[config.mk]
export PLATFORM = sky130hd
export DESIGN_NAME = sensor_domain_timers
export DESIGN_NICKNAME = d
export VERILOG_FILES = /design/src/hdl/sdt_pkg.sv /design/src/hdl/prescaled_timer.sv /design/src/hdl/sensor_domain_timers.sv
export SDC_FILE = /design/constraint.sdc
export NUM_CORES = 1
export LEC_CHECK = 0
export ABC_CLOCK_PERIOD_IN_PS = 10000
export CAP_MARGIN = 20
export CORE_UTILIZATION = 36
export CTS_BUF_LIST = sky130_fd_sc_hd__clkbuf_2
export DETAILED_ROUTE_END_ITERATION = 7
export DONT_BUFFER_PORTS = 1
export PLACE_DENSITY_LB_ADDON = 0.3
export SLEW_MARGIN = 20
export SYNTH_ARGS = -nofsm -noshare
export SYNTH_HDL_FRONTEND = slang
export SYNTH_SLANG_ARGS = --single-unit
[constraint.sdc]
create_clock -name clk -period 10 [get_ports clk]
set_clock_uncertainty 0.2 [all_clocks]
set_input_delay 0 -clock clk [delete_from_list [all_inputs] [get_ports clk]]
set_output_delay 0 -clock clk [all_outputs]
set_load 0.05 [all_outputs]
[src/hdl/sdt_pkg.sv]
`default_nettype none
package sdt_pkg;
    localparam int DATA_W = 32;
    localparam int CNT_W = 16;
    localparam int NCH = 4;
    localparam int NTICK = 4;
    localparam int PRE_W = 4;
    localparam int STAT_W = 7;
    localparam int ADDR_W = 8;

    // Register byte offsets
    localparam logic [7:0] T0_CFG = 8'h00;
    localparam logic [7:0] T0_TGT = 8'h04;
    localparam logic [7:0] T0_CNT = 8'h08;
    localparam logic [7:0] T1_CFG = 8'h0C;
    localparam logic [7:0] T1_TGT = 8'h10;
    localparam logic [7:0] T1_CNT = 8'h14;
    localparam logic [7:0] T2_CFG = 8'h18;
    localparam logic [7:0] T2_TGT = 8'h1C;
    localparam logic [7:0] T2_CNT = 8'h20;
    localparam logic [7:0] CH_CFG0 = 8'h24;
    localparam logic [7:0] CH_VAL0 = 8'h34;
    localparam logic [7:0] IRQ_STAT = 8'h44;
    localparam logic [7:0] IRQ_MASK = 8'h48;
    localparam logic [7:0] REG_STRIDE = 8'h04;

    // Status bit positions
    localparam int ST_T0 = 0;
    localparam int ST_T1 = 1;
    localparam int ST_T2 = 2;
    localparam int ST_CH0 = 3;

    // Reset values
    localparam logic [CNT_W-1:0] TGT_RST = 16'hFFFF;
    localparam logic [CNT_W-1:0] ZERO_CNT = 16'h0000;

    typedef enum logic [1:0] {CLK_24M, CLK_2M, CLK_32K, CLK_OFF} t2_clk_e;

    // Bit 0 upward: en, oneshot, on_tick, tick_sel, pre_exp
    typedef struct packed {
        logic [PRE_W-1:0] pre_exp;
        logic [1:0] tick_sel;
        logic on_tick;
        logic oneshot;
        logic en;
    } tmr_cfg_s;

    // Bit 0 upward: en, oneshot, clk_sel, eng_ch, adc_ch
    typedef struct packed {
        logic [1:0] adc_ch;
        logic [1:0] eng_ch;
        t2_clk_e clk_sel;
        logic oneshot;
        logic en;
    } t2_cfg_s;

    // Bit 0 upward: en, capture, oneshot, toggle
    typedef struct packed {
        logic toggle;
        logic oneshot;
        logic capture;
        logic en;
    } ch_cfg_s;

    localparam int TCFG_W = $bits(tmr_cfg_s);
    localparam int T2CFG_W = $bits(t2_cfg_s);
    localparam int CHCFG_W = $bits(ch_cfg_s);
endpackage
`default_nettype wire

[src/hdl/prescaled_timer.sv]
`timescale 1ns/1ps
`default_nettype none
module prescaled_timer #(
    parameter int CNT_W = 16,
    parameter int NTICK = 4
) (
    input wire logic clk, // System clock
    input wire logic rst, // Sync reset, active high
    input wire sdt_pkg::tmr_cfg_s cfg, // Mode and prescaler
    input wire logic [CNT_W-1:0] target, // Terminal count
    input wire logic restart, // Config write, restarts the period
    input wire logic [NTICK-1:0] tick_in, // Tick sources
    output logic [CNT_W-1:0] count, // Current count
    output logic done, // One-shot finished
    output logic evt // Pulse at terminal count
);
    logic [CNT_W-1:0] cnt_r, cnt_nxt;
    logic [CNT_W-2:0] pre_r, pre_nxt, pre_mask;
    logic [NTICK-1:0] tick_r, tick_nxt;
    logic done_r, done_nxt;
    logic evt_r, evt_nxt;
    logic src_evt;

    assign count = cnt_r;
    assign done = done_r;
    assign evt = evt_r;

    always_comb begin
        tick_nxt = tick_in;
        pre_mask = (CNT_W-1)'((32'h1 << cfg.pre_exp) - 32'h1);
        src_evt = cfg.on_tick ?
            (tick_in[cfg.tick_sel] != tick_r[cfg.tick_sel]) : 1'b1;
        cnt_nxt = cnt_r;
        pre_nxt = pre_r;
        done_nxt = done_r;
        evt_nxt = 1'b0;
        if (restart || !cfg.en) begin
            cnt_nxt = '0;
            pre_nxt = '0;
            done_nxt = 1'b0;
        end else if (src_evt && !done_r) begin
            if (pre_r == pre_mask) begin
                pre_nxt = '0;
                if (cnt_r == target) begin
                    evt_nxt = 1'b1;
                    if (cfg.oneshot) begin
                        done_nxt = 1'b1;
                    end else begin
                        cnt_nxt = '0;
                    end
                end else begin
                    cnt_nxt = cnt_r + 1'b1;
                end
            end else begin
                pre_nxt = pre_r + 1'b1;
            end
        end
    end

    always_ff @(posedge clk) begin
        if (rst) begin
            cnt_r <= '0;
            pre_r <= '0;
            tick_r <= '0;
            done_r <= 1'b0;
            evt_r <= 1'b0;
        end else begin
            cnt_r <= cnt_nxt;
            pre_r <= pre_nxt;
            tick_r <= tick_nxt;
            done_r <= done_nxt;
            evt_r <= evt_nxt;
        end
    end
endmodule
`default_nettype wire

[src/hdl/sensor_domain_timers.sv]
// Contract
// - Two 16-bit timers, each with a power-of-two prescaler.
// - Each advances on the clock or on every edge of a tick source.
// - Each supports one-shot (stop after a period) and periodic modes.
// - Third 16-bit timer clocked from 24 MHz, 2 MHz or 32 kHz source.
// - Third timer counts regardless of whether the engine is executing.
// - Third timer has four capture/compare channels, one-shot or periodic.
// - Third timer pulses engine and ADC events, drives PWM or waves.
//
// The APB slave port and the placing of the registers are this design's own decisions.
`timescale 1ns/1ps
`default_nettype none
module sensor_domain_timers #(
    parameter int CNT_W = 16,
    parameter int NCH = 4,
    parameter int NTICK = 4
) (
    input wire logic clk, // 200 MHz system clock
    input wire logic rst, // Sync reset, active high
    input wire logic psel, // APB select
    input wire logic penable, // APB access phase
    input wire logic pwrite, // APB write
    input wire logic [7:0] paddr, // APB byte address
    input wire logic [31:0] pwdata, // APB write data
    output logic [31:0] prdata, // APB read data
    output logic pready, // APB ready
    output logic pslverr, // APB error, unmapped address
    input wire logic [NTICK-1:0] tick_src, // Tick sources, timers 0/1
    input wire logic en_24m, // 24 MHz enable strobe
    input wire logic en_2m, // 2 MHz enable strobe
    input wire logic en_32k, // 32 kHz enable strobe
    input wire logic [NCH-1:0] cap_in, // Capture inputs
    output logic ev_engine, // Event pulse to sensor engine
    output logic ev_adc, // Trigger pulse to ADC
    output logic [NCH-1:0] wave_out, // PWM or waveform outputs
    output logic irq // Level interrupt
);
    sdt_pkg::tmr_cfg_s tcfg_r [2];
    sdt_pkg::tmr_cfg_s tcfg_nxt [2];
    logic [CNT_W-1:0] ttgt_r [2];
    logic [CNT_W-1:0] ttgt_nxt [2];
    logic [CNT_W-1:0] tcnt [2];
    logic [1:0] tdone, tevt, twr;
    sdt_pkg::t2_cfg_s c2_r, c2_nxt;
    logic [CNT_W-1:0] t2tgt_r, t2tgt_nxt, t2cnt_r, t2cnt_nxt;
    logic t2done_r, t2done_nxt, t2tick, t2wrap, t2per;
    logic [NCH-1:0] chevt;
    logic [CNT_W-1:0] chval [NCH];
    sdt_pkg::ch_cfg_s chcfg [NCH];
    logic [sdt_pkg::STAT_W-1:0] stat_r, stat_nxt, mask_r, mask_nxt, ev_set;
    logic [31:0] prdata_r, prdata_nxt;
    logic evn_r, evn_nxt, eva_r, eva_nxt;
    logic wr, setup, mapped;

    assign wr = psel && penable && pwrite;
    assign setup = psel && !penable;
    // Every register answers at once, so the bus never waits
    assign pready = 1'b1;
    assign pslverr = psel && penable && !mapped;
    assign prdata = prdata_r;
    assign ev_engine = evn_r;
    assign ev_adc = eva_r;
    assign irq = |(stat_r & mask_r);

    // With four channels the map has no holes below the mask register
    always_comb begin
        mapped = (paddr[1:0] == 2'b00) && (paddr <= sdt_pkg::IRQ_MASK);
    end

    // Timers 0 and 1
    genvar g;
    generate
        for (g = 0; g < 2; g++) begin : g_tmr
            // Timer 1's registers sit one block above timer 0's
            localparam logic [7:0] BASE =
                8'(g) * (sdt_pkg::T1_CFG - sdt_pkg::T0_CFG);
            always_comb begin
                twr[g] = wr && (paddr == sdt_pkg::T0_CFG + BASE);
                tcfg_nxt[g] = tcfg_r[g];
                ttgt_nxt[g] = ttgt_r[g];
                if (twr[g]) begin
                    tcfg_nxt[g] = sdt_pkg::tmr_cfg_s'(
                        pwdata[sdt_pkg::TCFG_W-1:0]);
                end
                if (wr && paddr == sdt_pkg::T0_TGT + BASE) begin
                    ttgt_nxt[g] = pwdata[CNT_W-1:0];
                end
            end
            always_ff @(posedge clk) begin
                if (rst) begin
                    tcfg_r[g] <= '0;
                    ttgt_r[g] <= sdt_pkg::TGT_RST;
                end else begin
                    tcfg_r[g] <= tcfg_nxt[g];
                    ttgt_r[g] <= ttgt_nxt[g];
                end
            end
            prescaled_timer #(
                .CNT_W(CNT_W),
                .NTICK(NTICK)
            ) u_tmr (
                .clk(clk),
                .rst(rst),
                .cfg(tcfg_r[g]),
                .target(ttgt_r[g]),
                .restart(twr[g]),
                .tick_in(tick_src),
                .count(tcnt[g]),
                .done(tdone[g]),
                .evt(tevt[g])
            );
        end
    endgenerate

    // Third timer base counter
    always_comb begin
        c2_nxt = c2_r;
        t2tgt_nxt = t2tgt_r;
        if (wr && paddr == sdt_pkg::T2_CFG) begin
            c2_nxt = sdt_pkg::t2_cfg_s'(pwdata[sdt_pkg::T2CFG_W-1:0]);
        end
        if (wr && paddr == sdt_pkg::T2_TGT) begin
            t2tgt_nxt = pwdata[CNT_W-1:0];
        end
        unique case (c2_r.clk_sel)
            sdt_pkg::CLK_24M: t2tick = en_24m;
            sdt_pkg::CLK_2M: t2tick = en_2m;
            sdt_pkg::CLK_32K: t2tick = en_32k;
            sdt_pkg::CLK_OFF: t2tick = 1'b0;
        endcase
        t2tick = t2tick && c2_r.en && !t2done_r;
        t2per = t2tick && (t2cnt_r == t2tgt_r);
        t2wrap = t2per && !c2_r.oneshot;
        t2cnt_nxt = t2cnt_r;
        t2done_nxt = t2done_r;
        if (!c2_r.en || (wr && paddr == sdt_pkg::T2_CFG)) begin
            t2cnt_nxt = sdt_pkg::ZERO_CNT;
            t2done_nxt = 1'b0;
        end else if (t2per) begin
            if (c2_r.oneshot) begin
                t2done_nxt = 1'b1;
            end else begin
                t2cnt_nxt = sdt_pkg::ZERO_CNT;
            end
        end else if (t2tick) begin
            t2cnt_nxt = t2cnt_r + 1'b1;
        end
    end

    always_ff @(posedge clk) begin
        if (rst) begin
            c2_r <= '0;
            t2tgt_r <= sdt_pkg::TGT_RST;
            t2cnt_r <= '0;
            t2done_r <= 1'b0;
        end else begin
            c2_r <= c2_nxt;
            t2tgt_r <= t2tgt_nxt;
            t2cnt_r <= t2cnt_nxt;
            t2done_r <= t2done_nxt;
        end
    end

    // Capture/compare channels
    generate
        for (g = 0; g < NCH; g++) begin : g_ch
            localparam logic [7:0] OFS = 8'(g) * sdt_pkg::REG_STRIDE;
            sdt_pkg::ch_cfg_s cfg_r, cfg_nxt;
            logic [CNT_W-1:0] val_r, val_nxt;
            logic arm_r, arm_nxt, cap_r, cap_nxt;
            logic out_r, out_nxt, evt_r, evt_nxt, hit;
            always_comb begin
                cfg_nxt = cfg_r;
                val_nxt = val_r;
                arm_nxt = arm_r;
                out_nxt = out_r;
                cap_nxt = cap_in[g];
                hit = 1'b0;
                if (cfg_r.capture) begin
                    hit = cap_in[g] && !cap_r;
                end else begin
                    hit = t2tick && (t2cnt_r == val_r);
                end
                hit = hit && cfg_r.en && arm_r;
                if (hit && cfg_r.capture) begin
                    val_nxt = t2cnt_r;
                end
                if (hit && !cfg_r.capture) begin
                    out_nxt = cfg_r.toggle ? !out_r : 1'b0;
                end else if (t2wrap && cfg_r.en && !cfg_r.capture
                        && !cfg_r.toggle) begin
                    out_nxt = 1'b1;
                end
                if (hit && cfg_r.oneshot) begin
                    arm_nxt = 1'b0;
                end
                if (wr && paddr == sdt_pkg::CH_VAL0 + OFS) begin
                    val_nxt = pwdata[CNT_W-1:0];
                end
                if (wr && paddr == sdt_pkg::CH_CFG0 + OFS) begin
                    cfg_nxt = sdt_pkg::ch_cfg_s'(
                        pwdata[sdt_pkg::CHCFG_W-1:0]);
                    arm_nxt = 1'b1;
                    out_nxt = 1'b0;
                end
                evt_nxt = hit;
            end
            always_ff @(posedge clk) begin
                if (rst) begin
                    cfg_r <= '0;
                    val_r <= '0;
                    arm_r <= 1'b0;
                    cap_r <= 1'b0;
                    out_r <= 1'b0;
                    evt_r <= 1'b0;
                end else begin
                    cfg_r <= cfg_nxt;
                    val_r <= val_nxt;
                    arm_r <= arm_nxt;
                    cap_r <= cap_nxt;
                    out_r <= out_nxt;
                    evt_r <= evt_nxt;
                end
            end
            assign chevt[g] = evt_r;
            assign chval[g] = val_r;
            assign chcfg[g] = cfg_r;
            assign wave_out[g] = out_r;
        end
    endgenerate

    // Event routing, status and read mux
    always_comb begin
        evn_nxt = chevt[c2_r.eng_ch] && c2_r.en;
        eva_nxt = chevt[c2_r.adc_ch] && c2_r.en;
        ev_set = '0;
        ev_set[sdt_pkg::ST_T0] = tevt[0];
        ev_set[sdt_pkg::ST_T1] = tevt[1];
        ev_set[sdt_pkg::ST_T2] = t2per;
        ev_set[sdt_pkg::ST_CH0 +: NCH] = chevt;
        mask_nxt = mask_r;
        if (wr && paddr == sdt_pkg::IRQ_MASK) begin
            mask_nxt = pwdata[sdt_pkg::STAT_W-1:0];
        end
        // Set wins over a same-cycle clear so no event is lost
        stat_nxt = stat_r;
        if (wr && paddr == sdt_pkg::IRQ_STAT) begin
            stat_nxt = stat_r & ~pwdata[sdt_pkg::STAT_W-1:0];
        end
        stat_nxt = stat_nxt | ev_set;
        // Captured at setup so the access phase sees a settled word
        prdata_nxt = prdata_r;
        if (setup && !pwrite) begin
            prdata_nxt = '0;
            unique case (paddr)
                sdt_pkg::T0_CFG: prdata_nxt[sdt_pkg::TCFG_W-1:0] = tcfg_r[0];
                sdt_pkg::T0_TGT: prdata_nxt[CNT_W-1:0] = ttgt_r[0];
                sdt_pkg::T0_CNT: prdata_nxt = {15'h0000, tdone[0], tcnt[0]};
                sdt_pkg::T1_CFG: prdata_nxt[sdt_pkg::TCFG_W-1:0] = tcfg_r[1];
                sdt_pkg::T1_TGT: prdata_nxt[CNT_W-1:0] = ttgt_r[1];
                sdt_pkg::T1_CNT: prdata_nxt = {15'h0000, tdone[1], tcnt[1]};
                sdt_pkg::T2_CFG: prdata_nxt[sdt_pkg::T2CFG_W-1:0] = c2_r;
                sdt_pkg::T2_TGT: prdata_nxt[CNT_W-1:0] = t2tgt_r;
                sdt_pkg::T2_CNT: prdata_nxt = {15'h0000, t2done_r, t2cnt_r};
                sdt_pkg::IRQ_STAT: prdata_nxt[sdt_pkg::STAT_W-1:0] = stat_r;
                sdt_pkg::IRQ_MASK: prdata_nxt[sdt_pkg::STAT_W-1:0] = mask_r;
                default: begin
                    for (int i = 0; i < NCH; i++) begin
                        if (paddr == sdt_pkg::CH_CFG0 + 8'(4 * i)) begin
                            prdata_nxt[sdt_pkg::CHCFG_W-1:0] = chcfg[i];
                        end
                        if (paddr == sdt_pkg::CH_VAL0 + 8'(4 * i)) begin
                            prdata_nxt[CNT_W-1:0] = chval[i];
                        end
                    end
                end
            endcase
        end
    end

    always_ff @(posedge clk) begin
        if (rst) begin
            evn_r <= 1'b0;
            eva_r <= 1'b0;
            stat_r <= '0;
            mask_r <= '0;
            prdata_r <= '0;
        end else begin
            evn_r <= evn_nxt;
            eva_r <= eva_nxt;
            stat_r <= stat_nxt;
            mask_r <= mask_nxt;
            prdata_r <= prdata_nxt;
        end
    end
endmodule
`default_nettype wire

; After elaboration in Yosys (flattened, before gate mapping)
; Memories as Yosys holds them, arrays and structs flattened.
; Cells that the tools add are included.
[word_totals]
elab_cells = 341
memories = 2
mem_bits_rw = 50
ff_bits = 255
[op_classes]
n_bitwise = 12
n_shift = 2
reduce_logical = 135
n_lt_le_gt_ge = 5
n_eq_ne = 35
n_mux = 85
n_addsub = 7
[memory_table]
columns = memory, depth, word_bits, read_ports, rd_clocked_by_memory_dff, wr, line
row1 = ttgt_r, 2, 16, 2, 0, 2, sensor_domain_timers.sv:40  ; logic [CNT_W-1:0] ttgt_r [2];
row2 = tcfg_r, 2, 9, 2, 0, 2, sensor_domain_timers.sv:38  ; sdt_pkg::tmr_cfg_s tcfg_r [2];
[op_table]
columns = op, count
row1 = 2-to-1 mux 16 bit, 25
row2 = == test 16 bit, 7
row3 = one-hot mux 7 bit (11 select lines), 1
row4 = logical AND 1 bit, 70
row5 = "== test 8 x 6 -> 1 bit, second input constant", 8
row6 = one-hot mux 7 bit (7 select lines), 1
row7 = "adder 16 x 1 -> 16 bit, second input constant", 3
row8 = 2-to-1 mux 1 bit, 37
row9 = 2-to-1 mux 9 bit, 4
row10 = "== test 8 x 5 -> 1 bit, second input constant", 4
row11 = "adder 15 x 1 -> 15 bit, second input constant", 2
row12 = == test 15 bit, 2
row13 = 2-to-1 mux 15 bit, 2
row14 = "left shift 1 x 4 -> 15 bit, first input constant", 2
row15 = "subtractor 15 x 1 -> 15 bit, second input constant", 2
row16 = logical NOT 1 bit, 26
row17 = nonzero test 2 bit, 13
row18 = "== test 8 x 7 -> 1 bit, second input constant", 3
row19 = "== test 8 x 4 -> 1 bit, second input constant", 2
row20 = 2-to-1 mux 4 bit, 4
row21 = OR reduction 2 bit, 8
row22 = bitwise AND 7 bit, 2
row23 = binary-select mux 1 bit (select 2 bit), 6
row24 = "< comparator 2 x 3 -> 1 bit, second input constant", 4
row25 = 26 further kinds, 43

; Depth between registers and ports, before layout
[logic_depth]
word_depth = 12
mapped_depth = 17

; Hierarchy
; Synthesis repeated with hierarchy kept, for this count alone.
[unflattened]
cells_unflattened = 2148
area_unflattened_um2 = 17037.6
[by_module_without_submodules]
columns = mod, area_per_inst_um2, seq_area_each_um2, cells_each, n_inst
row1 = sensor_domain_timers, 12270.5, 4404.2, 1556, 1
row2 = prescaled_timer, 2383.5, 740.7, 296, 2

; Worst setup path before layout
; OpenSTA, ideal clock, no wires.
[synth_path]
kind = register -> register
start = memory tcfg_r[0][6] (netlist name)
end = register g_tmr[0].u_tmr.cnt_r[15]
arrival_ps = 4089
path_slack_ps = 5641
synth_period_minus_slack_ps = 4359
setup_time_ps = 70
n_path_buf = 4
stages_incl_launch_ff = 16
required_time_ps = 9730
path_cell_list = dfxtp_1 buf_2 buf_1 nor2_1 nand3b_1 ha_1 clkbuf_1 nor3b_1 mux2i_1 o2111ai_1 or4_1 or4b_1 buf_2 or4_4 or3_1 a21oi_1
[synth_rtl]
columns = element, line
row1 = start: declaration, sensor_domain_timers.sv:38
row2 = end signal: assignment, prescaled_timer.sv:68  ; cnt_r <= cnt_nxt;
row3 = end: declaration, prescaled_timer.sv:17  ; logic [CNT_W-1:0] cnt_r, cnt_nxt;

==> impl_metrics.toml <==
[synthesis]
dominantRegCellSynth = "dfxtp_1"
synth_xor_xnor_area_share = 0.0937
synthSimpleGateAreaFrac = 0.263
post_synth_fa_ha_maj_area_fraction = 0.00603
synthesis.instances = 2006
post-synth-top-area-cell = "dfxtp_1"
ys_warnings = 0
avgSynthCellArea_sq_um = 8.06
synth_compound_gate_area_share = 0.168
netlist_area_sq_um = 16200
yosysSeqAreaShare = 0.359
synth_top_family_by_area = "simple AND/OR/NAND/NOR gates"
yosys.area.top_type_share = 0.359
synth_area_leaders = "dfxtp_1 36%, xnor2_1 6.6%, nand2_1 5.4%"
ys_seq_elements = 290
synth_enable_flop_cells = 0
count_of_distinct_cell_types_in_the_synthesized_netlist = 73
postSynth.asyncResetShare = 0
yosys-mux-area-fraction = 0.0575

[routing]
final_antenna_net_count = 0
final_wirelength_um = 55900
drt-vias-per-instance = 5.80
number_of_detailed_routing_iterations_run_before_antenna_repair = 6
route.detailed.drc = 0
routed-via-count = 15700
drt-wirelength-per-cell_um = 20.7
drt-initial-drc-count = 1920

[global_routing]
grt_antenna_before_repair = 1
global_route_wire_length_before_repair_um = 87000
grt_max_degree = 198
track_usage = 0.239
grt_overflow = 0
grt_pass1_vias = 14800

[critical_path]
worst-endpoint-arrival_ps = 6160
setup.worst_path.end_class = "register"
setup.worst_path.class = "register to register"
timing.critical_path.required_ps = 10650
crit_path_start_kind = "register"
worstPathMaxFanout = 26

[floorplan]
fp-row-count = 77
die_width_um = 214
starting_density_of_the_core = 0.365
core_sq_um = 44300
die_h_um = 214
io-pin-count = 97
die_area_sq_um = 45800

[power]
leakage_uw = 0.00621
power-per-cell-area_nw_per_um2 = 116
irDropWorstVdd_uv = 78.3

[cells_and_area]
num-nets-final = 2120
fin_util = 0.413
multi_input_area_sq_um = 9600
layout.cells.most_common_list = "290 x dfxtp_1, 230 x nand2_1, 201 x nor2_1"
mostFrequentLayoutCell = "dfxtp_1"
fillCellCount = 4412
design_area_sq_um = 18300
syn_to_final_growth_pct = 13.2
share_of_layout_cells_above_drive_strength_1 = 0.0814
final-seq-area_sq_um = 5810

[cts]
cts_tree = "yes"
htreeDepth = 3
cts.repair.resized = 0
cts.reportedPaths.clkPinSlew_ps = 120
clock_sinks = 290
cts_setup_buffers = 0
cts_inserted_buffers = 76
clock_root_buffer = "clkbuf_2"
worstSkewPairLatency_ps = 990
clock_tree.buffer_depth = 3
cts.hold.buffers_added = 120

[hold_path]
hold_path_class = "input pin to register"

[timing]
achievable-frequency_mhz = 182
timing_max_transition_violations_final = 0
hold_viol = 0
slew-limit-headroom = 0.289
grt_setup_unrepaired = "false"
fin_tns_setup_ps = 0
worst-slew-pin-transition_ps = 1060
report.final.setup_viol = 0
final.min_clock_period_ps = 5500
final_period_util = 0.550

[placement]
port_buffers = 0
postPlaceCellArea_sq_um = 16400
dp_hpwl_um = 37100
finalWeightedCongestion = 0.913

[job]
cap_violations = 0

[outcome]
status = "complete, no violations"
[critical path: stages (launching register included)]
cell and delay [ps]:
dfxtp_1 860, nor2_1 210, nand3_1 150, ha_1 620
nor3b_1 470, a32oi_1 130, xnor2_1 190, or4b_2 640
nor3_1 240, nand4_1 790, or4_1 780, a21oi_1 140
[cell usage after synthesis (all sizes together), types with 6 or more instances]
master / n
or4: 13
o21ai: 40
xor2: 52
nand4: 33
inv: 19
nor3: 28
clkbuf: 154
nand3: 87
o211ai: 6
a221oi: 26
ha: 7
buf: 34
mux2i: 84
nand3b: 62
nor2: 201
a211oi: 78
a21oi: 110
o21bai: 10
nor2b: 28
a22oi: 49
dfxtp: 290
nand2b: 19
nor4: 31
nand2: 232
and3: 25
a22o: 8
nor3b: 8
a222oi: 13
and3b: 6
or3: 24
a311oi: 10
xnor2: 121
and2: 15
nor4b: 10
[metrics by stage]
step	cells	setup slack (ps)	power (uW)	hold WS, ps
floorplan	2020	5640	1260	-79.2
global placement	2451	4770	1250	-114
detailed placement	2451	4670	1250	-115
CTS	2704	4610	2140	2.75
global route	2705	4090	2210	66.9
finish	2705	4500	2130	61.6
[area by class of cell]
type                       instances  area share
multi-input combinational       1523       0.524
clock buffer                     111      0.0303
sequential                       290       0.317
timing repair buffer             147      0.0776
clock inverter                    22     0.00635
inverter                          19     0.00389
tap                              592      0.0404
antenna                            1    0.000137
[per-layer routing]
layer | vias up | track usage | share of wire
met5 | - | 0 | 0
met3 | 138 | 0.0431 | 0.089
met4 | 0 | 0.112 | 0.038
li1 | 7318 | - | -
met1 | 7508 | 0.320 | 0.43
met2 | 728 | 0.371 | 0.44
[state kept, by name, summed over array words and instances, names as in the netlist]
| register | count |
|---|---|
| mask_r | 7 |
| ttgt_r | 32 |
| tcfg_r | 18 |
| stat_r | 7 |
| prdata | 17 |
| c2_r | 8 |
| g_tmr.u_tmr.tick_r | 4 |
| ev_engine | 1 |
| chcfg | 16 |
| t2tgt_r | 16 |
| g_tmr.u_tmr.pre_r | 30 |
| g_ch.cap_r | 4 |
| g_ch.arm_r | 4 |
| g_ch.out_r | 4 |
| t2done_r | 1 |
| g_ch.evt_r | 4 |
| g_ch.val_r | 64 |
| g_tmr.u_tmr.count | 32 |
| ev_adc | 1 |
| g_tmr.u_tmr.evt | 2 |
| t2cnt_r | 16 |
| g_tmr.u_tmr.done | 2 |
[worst paths after layout]
path	startpoint	end	slack, ps	depth (start not counted)
worst min register to register	g_tmr[1].u_tmr.evt$_SDFF_PP0_	stat_r[1]$_SDFF_PP0_	270	2
worst max register to register	tcfg_r[1][8]$_SDFFE_PP0P_	g_tmr[1].u_tmr.count[12]$_SDFFE_PP0P_	4500	11
worst max-delay path	tcfg_r[1][8]$_SDFFE_PP0P_	g_tmr[1].u_tmr.count[12]$_SDFFE_PP0P_	4500	11
worst min-delay path	cap_in[3]	g_ch[3].cap_r$_SDFF_PP0_	60	3
[report_power, final]
part           internal (uW)  total, uW  switching, uW  leakage (uW)
clock network            321        840            520      0.000516
logic                   39.3        115           75.3       0.00336
registers               1160       1170           15.6       0.00234
total                   1520       2130            610       0.00621
[cell families after synthesis]
| logic type | Yosys count |
|---|---|
| other cells | 2 |
| flops | 290 |
| xor+xnor | 173 |
| fa+ha+maj | 8 |
| simple gates | 843 |
| compound gates | 395 |
| buf+inv | 207 |
| mux | 88 |
Note: power is estimated with default switching activity, not from simulation.
